## config.mk

```make
export PLATFORM = sky130hd
export DESIGN_NAME = aar_top
export DESIGN_NICKNAME = d
export VERILOG_FILES = /design/src/aar_pkg.sv /design/src/aar_sync2.sv /design/src/aar_lp_reg.sv /design/src/aar_top.sv
export SDC_FILE = /design/constraint.sdc
export NUM_CORES = 1
export LEC_CHECK = 0
export ABC_AREA = 0
export BUFFER_PORTS_ARGS = -buffer_cell sky130_fd_sc_hd__buf_2
export CAP_MARGIN = 20
export CORE_ASPECT_RATIO = 0.9
export CORE_UTILIZATION = 46
export DETAILED_ROUTE_END_ITERATION = 10
export PLACE_DENSITY = 0.9
export SLEW_MARGIN = 20
export SYNTH_ARGS = -nofsm -noshare
export SYNTH_HDL_FRONTEND = slang
export SYNTH_SLANG_ARGS = --single-unit
export TNS_END_PERCENT = 20
```

## constraint.sdc

```tcl
create_clock -name REF_CLK -period 1.45 [get_ports REF_CLK]
set_input_delay 0.29 -clock REF_CLK [delete_from_list [all_inputs] [get_ports REF_CLK]]
set_output_delay 0.29 -clock REF_CLK [all_outputs]
set_load 0.1 [all_outputs]
```

## src/aar_pkg.sv

```systemverilog
// constants and types for the auto-negotiation ability register pair
// assumes a single 25 MHz clock domain and a synchronous, active high reset
package aar_pkg;
   typedef logic [15:0] aar_word_t;
   typedef logic [4:0]  aar_addr_t;
   typedef logic [3:0]  aar_strap_t;

   // register numbers on the management port
   localparam aar_addr_t ADV_ADDR = 5'h04;
   localparam aar_addr_t LP_ADDR  = 5'h05;

   // field positions, shared by both words
   localparam int NP_BIT     = 15;
   localparam int ACK_BIT    = 14;
   localparam int RF_BIT     = 13;
   localparam int RSV12_BIT  = 12;
   localparam int ASYM_BIT   = 11;
   localparam int PAUSE_BIT  = 10;
   localparam int T4_BIT     = 9;
   localparam int TECH_HI    = 8;
   localparam int TECH_LO    = 5;
   localparam int SEL_HI     = 4;

   // values after reset; strap bits 8:5 are merged in at reset
   localparam aar_word_t ADV_RST_FIXED = 16'h0401;
   localparam aar_word_t LP_RST        = 16'h0000;
   localparam logic [4:0] SEL_IEEE     = 5'h01;

   // writable bits of the advertisement, loadable bits of the partner word
   localparam aar_word_t ADV_WR_MASK = 16'hAFFF;
   localparam aar_word_t LP_RX_MASK  = 16'hAFFF;
endpackage

```

## src/aar_sync2.sv

```systemverilog
// two-stage synchroniser for the strap pins
// assumes the straps are quasi-static and held for at least three clocks of reset
module aar_sync2 (
   // clock
   input  logic                REF_CLK,
   // pins and synchronised copy
   input  aar_pkg::aar_strap_t din,
   output aar_pkg::aar_strap_t dout
);
   import aar_pkg::*;

   typedef struct packed {
      aar_strap_t s1;
      aar_strap_t s2;
   } aar_sync_st_t;

   aar_sync_st_t st_r;
   aar_sync_st_t st_nxt;

   // no reset: it must keep running while reset is held so the straps are caught
   always_comb begin
      st_nxt    = st_r;
      st_nxt.s1 = din;
      st_nxt.s2 = st_r.s1;
   end

   always_ff @(posedge REF_CLK) begin
      st_r <= st_nxt;
   end

   assign dout = st_r.s2;
endmodule

```

## src/aar_lp_reg.sv

```systemverilog
// holder of the link partner ability word received by auto-negotiation
// assumes the negotiation engine on the same clock gives one-cycle pulses
module aar_lp_reg (
   // clock and reset
   input  logic               REF_CLK,
   input  logic               RST,
   // events from the negotiation engine
   input  logic               restart,
   input  logic               rx_valid,
   input  aar_pkg::aar_word_t rx_word,
   input  logic               ack_set,
   // held word
   output aar_pkg::aar_word_t word
);
   import aar_pkg::*;

   typedef struct packed {
      aar_word_t word;
   } aar_lp_st_t;

   aar_lp_st_t st_r;
   aar_lp_st_t st_nxt;

   always_comb begin
      st_nxt = st_r;
      if (restart) begin
         st_nxt.word = LP_RST; // RULE18
      end
      // a received word or acknowledge in the restart cycle is kept
      if (rx_valid) begin
         st_nxt.word = (rx_word & LP_RX_MASK) | (st_nxt.word & ~LP_RX_MASK); // RULE12 RULE14 RULE16 RULE17
      end
      if (ack_set) begin
         st_nxt.word[ACK_BIT] = 1'b1; // RULE13
      end
      if (RST) begin
         st_nxt.word = LP_RST; // RULE15 RULE16
      end
   end

   always_ff @(posedge REF_CLK) begin
      st_r <= st_nxt;
   end

   assign word = st_r.word;
endmodule

```

## src/aar_top.sv

```systemverilog
// local advertisement and link partner ability registers of a 10/100 transceiver
// assumes a parallel management port from a frame decoder on the same clock,
// an auto-negotiation engine on the same clock, and strap pins from outside

// Functional notes
// [RULE1] advert bit 15 next page, RW, resets zero
// [RULE2] advert bit 13 remote fault, RW, resets zero
// [RULE3] advert bit 11 asymmetric pause, RW, resets zero
// [RULE4] advert bit 10 pause, RW, resets one
// [RULE5] advert bits 9:5 gate abilities sent out
// [RULE6] advert bits 8:5 default from reset straps
// [RULE7] reset restores every advert default
// [RULE8] advert reads return last written value
// [RULE9] software never sets advert bit 9
// [RULE10] advert selector resets to 00001
// [RULE11] reserved bits 14, 12 read zero
// [RULE12] partner bit 15 next page, read-only
// [RULE13] partner bit 14 set on acknowledge
// [RULE14] partner bit 13 copies partner remote fault
// [RULE15] partner pause bits 11:10 read-only, reset zero
// [RULE16] partner technology bits 9:5 read-only, reset zero
// [RULE17] partner selector 4:0 read-only, bit 12 zero
// [RULE18] restart or reset clears partner fields
// [RULE19] software trusts partner word after negotiation completes
// [RULE20] advert word sent as base code word
module aar_top (
   // clock and reset
   input  logic                REF_CLK,
   input  logic                RST,
   // strap pins for the technology defaults
   input  aar_pkg::aar_strap_t STRAP_ABIL,
   // management register port
   input  aar_pkg::aar_addr_t  MGMT_ADDR,
   input  logic                MGMT_WR,
   input  logic                MGMT_RD,
   input  aar_pkg::aar_word_t  MGMT_WDATA,
   output aar_pkg::aar_word_t  MGMT_RDATA,
   output logic                MGMT_RVALID,
   // auto-negotiation engine
   input  logic                AN_RESTART,
   input  logic                LCW_RX_VALID,
   input  aar_pkg::aar_word_t  LCW_RX_WORD,
   input  logic                LCW_ACK_SET,
   output aar_pkg::aar_word_t  ADV_WORD,
   output aar_pkg::aar_word_t  LP_WORD
);
   import aar_pkg::*;

   typedef struct packed {
      aar_word_t adv;
      aar_word_t rdata;
      logic      rvalid;
   } aar_top_st_t;

   aar_top_st_t st_r;
   aar_top_st_t st_nxt;
   aar_strap_t  strap_s;
   aar_word_t   lp_word;
   aar_word_t   adv_dflt;
   logic        adv_wr;

   aar_sync2 u_sync (
      .REF_CLK (REF_CLK),
      .din     (STRAP_ABIL),
      .dout    (strap_s)
   );

   aar_lp_reg u_lp (
      .REF_CLK  (REF_CLK),
      .RST      (RST),
      .restart  (AN_RESTART),
      .rx_valid (LCW_RX_VALID),
      .rx_word  (LCW_RX_WORD),
      .ack_set  (LCW_ACK_SET),
      .word     (lp_word)
   );

   // strap value is whatever the synchroniser holds at the last reset edge
   assign adv_dflt = ADV_RST_FIXED | (aar_word_t'(strap_s) << TECH_LO); // RULE6
   assign adv_wr   = MGMT_WR && (MGMT_ADDR == ADV_ADDR);

   always_comb begin
      st_nxt        = st_r;
      st_nxt.rvalid = MGMT_RD;
      if (MGMT_RD) begin
         case (MGMT_ADDR)
            ADV_ADDR: st_nxt.rdata = st_r.adv; // RULE8
            LP_ADDR:  st_nxt.rdata = lp_word;  // RULE17
            default:  st_nxt.rdata = '0;
         endcase
      end
      // reserved bits stay zero because they are outside the mask
      if (adv_wr) begin
         st_nxt.adv = (MGMT_WDATA & ADV_WR_MASK) | (st_r.adv & ~ADV_WR_MASK); // RULE1 RULE2 RULE3 RULE5 RULE11
      end
      if (RST) begin
         st_nxt.adv    = adv_dflt; // RULE4 RULE7 RULE10
         st_nxt.rdata  = '0;
         st_nxt.rvalid = 1'b0;
      end
   end

   always_ff @(posedge REF_CLK) begin
      st_r <= st_nxt;
   end

   // pause and remote fault leave the block only inside this word and in advertisement reads on MGMT_RDATA
   assign ADV_WORD    = st_r.adv; // RULE20
   assign LP_WORD     = lp_word;
   assign MGMT_RDATA  = st_r.rdata;
   assign MGMT_RVALID = st_r.rvalid;
endmodule

```

==> flow_results.xml <==
<?xml version="1.0" encoding="UTF-8"?>
<metrics>
  <group name="status">
    <metric name="status" unit="">complete, no violations</metric>
  </group>
  <group name="drt">
    <metric name="route.vias.total" unit="">1772</metric>
    <metric name="route.antenna.remaining_nets" unit="">0</metric>
    <metric name="mean_routed_wirelength_per_cell" unit="um">12.53</metric>
    <metric name="first_pass_iters" unit="">4</metric>
    <metric name="drcViolationCount" unit="">0</metric>
    <metric name="drt_first_iter_violations" unit="">43</metric>
    <metric name="vias_per_cell" unit="">4.882</metric>
    <metric name="finalWirelength" unit="um">4548</metric>
  </group>
  <group name="layout">
    <metric name="num-nets-final" unit="">348</metric>
    <metric name="num_antenna_cells" unit="">0</metric>
    <metric name="post_route_cells_drive_above_1_share" unit="%">35.88</metric>
    <metric name="finalInstanceArea" unit="um2">2728</metric>
    <metric name="fin_util" unit="%">61.55</metric>
    <metric name="syn2layout_area_growth" unit="%">28.61</metric>
  </group>
  <group name="floorplan">
    <metric name="core_box_area" unit="um2">4432</metric>
    <metric name="floorplan.rows" unit="">23</metric>
    <metric name="start_util" unit="%">47.85</metric>
    <metric name="design.die.area" unit="um2">4886</metric>
    <metric name="fp.dieW" unit="um">73.57</metric>
    <metric name="die_height" unit="um">66.42</metric>
    <metric name="design.portCount" unit="">97</metric>
  </group>
  <group name="setup_path">
    <metric name="worst-path-max-fanout" unit="">2</metric>
    <metric name="cpMaxStageDelayCell" unit="">sky130_fd_sc_hd__buf_2</metric>
    <metric name="critical-path-top-delay-family" unit="">buffers and inverters</metric>
    <metric name="critical-path-max-stage-delay" unit="ps">440</metric>
    <metric name="worst-endpoint-required" unit="ps">1160</metric>
    <metric name="critical_path.n_buffers_inverters" unit="">1</metric>
    <metric name="worstPathArrival" unit="ps">1120</metric>
    <metric name="stages_on_worst_setup_path" unit="">1</metric>
    <metric name="setup.worst_path.start_class" unit="">register</metric>
    <metric name="crit_type" unit="">register to output pin</metric>
    <metric name="timing.critical_path.to_type" unit="">output pin</metric>
    <metric name="worst_r2r_path_depth" unit="">3</metric>
    <metric name="cp_cell_sequence" unit="">buf_2</metric>
  </group>
  <group name="clocking">
    <metric name="worst_skew_pair.late_latency" unit="ps">290</metric>
    <metric name="cts-hold-fix-buffers" unit="">0</metric>
    <metric name="numClockSinks" unit="">55</metric>
    <metric name="cts.path.max_buffers" unit="">2</metric>
    <metric name="ctsResizeCount" unit="">0</metric>
    <metric name="clock_tree.htree_level_count" unit="">2</metric>
    <metric name="clkTransAtPathRegs" unit="ps">90</metric>
    <metric name="cts_bufs_inserted" unit="">5</metric>
    <metric name="root_buffer" unit="">sky130_fd_sc_hd__clkbuf_8</metric>
    <metric name="clock_tree_from_tritoncts" unit="">built</metric>
    <metric name="postCtsSetupRepairBufs" unit="">0</metric>
  </group>
  <group name="global_route">
    <metric name="global_route.usage.total" unit="%">19.17</metric>
    <metric name="grt_antenna_before_repair" unit="">0</metric>
    <metric name="first_global_vias" unit="">1557</metric>
    <metric name="grt_first_pass_wirelength" unit="um">7038</metric>
    <metric name="grt.overflow.total" unit="">0</metric>
    <metric name="grt_start_max_net_pins" unit="">32</metric>
  </group>
  <group name="synth">
    <metric name="syn-cell-area" unit="um2">2121</metric>
    <metric name="synth_area_leaders" unit="">sky130_fd_sc_hd__dfxtp_1 (48%), sky130_fd_sc_hd__mux2i_1 (11%), sky130_fd_sc_hd__edfxtp_1 (5.7%)</metric>
    <metric name="ys_seq_area_share" unit="%">53.81</metric>
    <metric name="synthesis.area_per_instance" unit="um2">10.00</metric>
    <metric name="synth_top_area_share" unit="%">48.14</metric>
    <metric name="ys_seq_elements" unit="">55</metric>
    <metric name="synth_top_cell_by_area" unit="">sky130_fd_sc_hd__dfxtp_1</metric>
    <metric name="ys_warn_count" unit="">0</metric>
    <metric name="synthDistinctLibCells" unit="">23</metric>
    <metric name="post_synth_inst_count" unit="">212</metric>
  </group>
  <group name="place">
    <metric name="routabilityCongestion" unit="">0.7188</metric>
    <metric name="postPlaceCellArea" unit="um2">2610</metric>
    <metric name="placement.io_buffers" unit="">90</metric>
    <metric name="dp_hpwl" unit="um">3321</metric>
  </group>
  <group name="run">
    <metric name="maxcap_viol_count" unit="">0</metric>
  </group>
  <group name="timing">
    <metric name="worst_pin_slew" unit="ps">1016</metric>
    <metric name="fin_skew" unit="ps">7.602</metric>
    <metric name="finalHoldViolations" unit="">0</metric>
    <metric name="layout_worst_path_cycle_share" unit="%">97.54</metric>
    <metric name="setup_violations" unit="">0</metric>
    <metric name="final.setup.tns" unit="ps">0</metric>
    <metric name="max_freq" unit="MHz">707.1</metric>
    <metric name="period_needed" unit="ps">1414</metric>
    <metric name="slew_headroom" unit="%">31.99</metric>
    <metric name="setup_repair_after_global_routing_missed_its_margin" unit="">false</metric>
    <metric name="tightest_hold_margin" unit="ps">87.78</metric>
    <metric name="timing.final.max_slew_violations" unit="">0</metric>
  </group>
  <group name="power">
    <metric name="leakage" unit="nW">1.253</metric>
    <metric name="power" unit="mW">3.084</metric>
    <metric name="ir_drop" unit="V">0.0007201</metric>
    <metric name="power.density_cell_area" unit="nW/um2">1131</metric>
  </group>
  <group name="hold_path">
    <metric name="min-delay-path-class" unit="">input port to register</metric>
    <metric name="hold_depth" unit="">1</metric>
  </group>
</metrics>
stage by stage:
| stage | worst slack (ps) | cells |
|---|---|---|
| floorplan | 63.96 | 213 |
| global placement | 1.621 | 355 |
| detailed placement | -18.51 | 355 |
| CTS | 14.95 | 363 |
| global route | 1.100 | 363 |
| finish | 35.74 | 363 |
cells by family after synthesis:
logic type	Yosys count	synth area share [%]
simple gates	78	20.71
flops	55	53.81
compound gates	35	8.967
mux	24	11.33
buf+inv	19	5.014
other cells	1	0.1768
area by class of cell:
cell class | count | area [um2]
multi-input combinational | 139 | 877.1
fill | 428 | 1704
inverter | 1 | 3.754
sequential | 55 | 1141
clock inverter | 3 | 43.79
clock buffer | 5 | 68.82
timing repair buffer | 98 | 515.5
tap | 62 | 77.57
cell usage after synthesis (all sizes together):
master / instances
nor4b: 1
mux2i: 24
inv: 1
nor2b: 5
or2: 1
nand2b: 18
a21oi: 17
dfxtp: 51
clkbuf: 10
nand4: 2
buf: 8
o21ai: 14
nor2: 20
nor3b: 15
and3b: 1
nand2: 15
conb: 1
a22o: 4
edfxtp: 4
metal layers:
layer  GRT usage (%)  share of wire, %  up-vias
met5               0                 0        -
met1           24.41                46      824
met4           4.327              0.35        0
met2           32.57                48       63
li1                -                 -      883
met3           4.726               5.7        2
cell usage in the layout (no fill, tap or decap):
cell type | synthesis | final
sky130_fd_sc_hd__buf_2 | 3 | 88
sky130_fd_sc_hd__dfxtp_1 | 51 | 51
sky130_fd_sc_hd__mux2i_1 | 24 | 24
sky130_fd_sc_hd__nor2_1 | 20 | 20
sky130_fd_sc_hd__nand2b_1 | 18 | 18
sky130_fd_sc_hd__a21oi_1 | 17 | 17
sky130_fd_sc_hd__nand2_1 | 15 | 15
sky130_fd_sc_hd__nor3b_1 | 15 | 15
sky130_fd_sc_hd__o21ai_0 | 14 | 14
sky130_fd_sc_hd__buf_4 | 2 | 8
sky130_fd_sc_hd__nor2b_1 | 5 | 5
sky130_fd_sc_hd__clkbuf_8 | 0 | 5
sky130_fd_sc_hd__edfxtp_1 | 4 | 4
sky130_fd_sc_hd__a22o_1 | 4 | 4
sky130_fd_sc_hd__nand4_1 | 2 | 2
sky130_fd_sc_hd__conb_1 | 1 | 2
sky130_fd_sc_hd__clkbuf_4 | 0 | 2
sky130_fd_sc_hd__nor4b_4 | 1 | 1
sky130_fd_sc_hd__and3b_1 | 1 | 1
sky130_fd_sc_hd__or2_2 | 1 | 1
sky130_fd_sc_hd__inv_1 | 1 | 1
sky130_fd_sc_hd__clkinv_2 | 0 | 1
sky130_fd_sc_hd__clkinv_4 | 0 | 1
sky130_fd_sc_hd__bufinv_16 | 0 | 1
sequential cells by signal (all words and copies together), names as in the netlist:
name and cells:
u_sync.st_nxt 4, MGMT_RVALID 1, u_sync.dout 4, ADV_WORD 14, MGMT_RDATA 16, u_lp.word 16
path summary, 6_finish.rpt:
| check | start | end | slack, ps |
|---|---|---|---|
| hold reg to reg | u_sync.st_nxt[0] | u_sync.dout[0] | 340 |
| setup / recovery | ADV_WORD[6] | ADV_WORD[6] | 40 |
| hold / removal | STRAP_ABIL[1] | u_sync.st_nxt[1] | 90 |
| setup reg to reg | u_lp.word[13] | u_lp.word[13] | 640 |
worst register-to-register path, stage by stage, from the launching register on:
cell and delay (ps):
sky130_fd_sc_hd__dfxtp_1 330, sky130_fd_sc_hd__nor3b_1 140, sky130_fd_sc_hd__a21oi_1 180, sky130_fd_sc_hd__nor2_1 50
where the power goes:
group	switching, mW	internal [mW]	leakage (nW)
Clock	0.474	0.515	0.0581
Combinational	0.371	0.129	0.736
Sequential	0.0235	1.57	0.458
No activity file was read; power rests on OpenSTA's default activity.
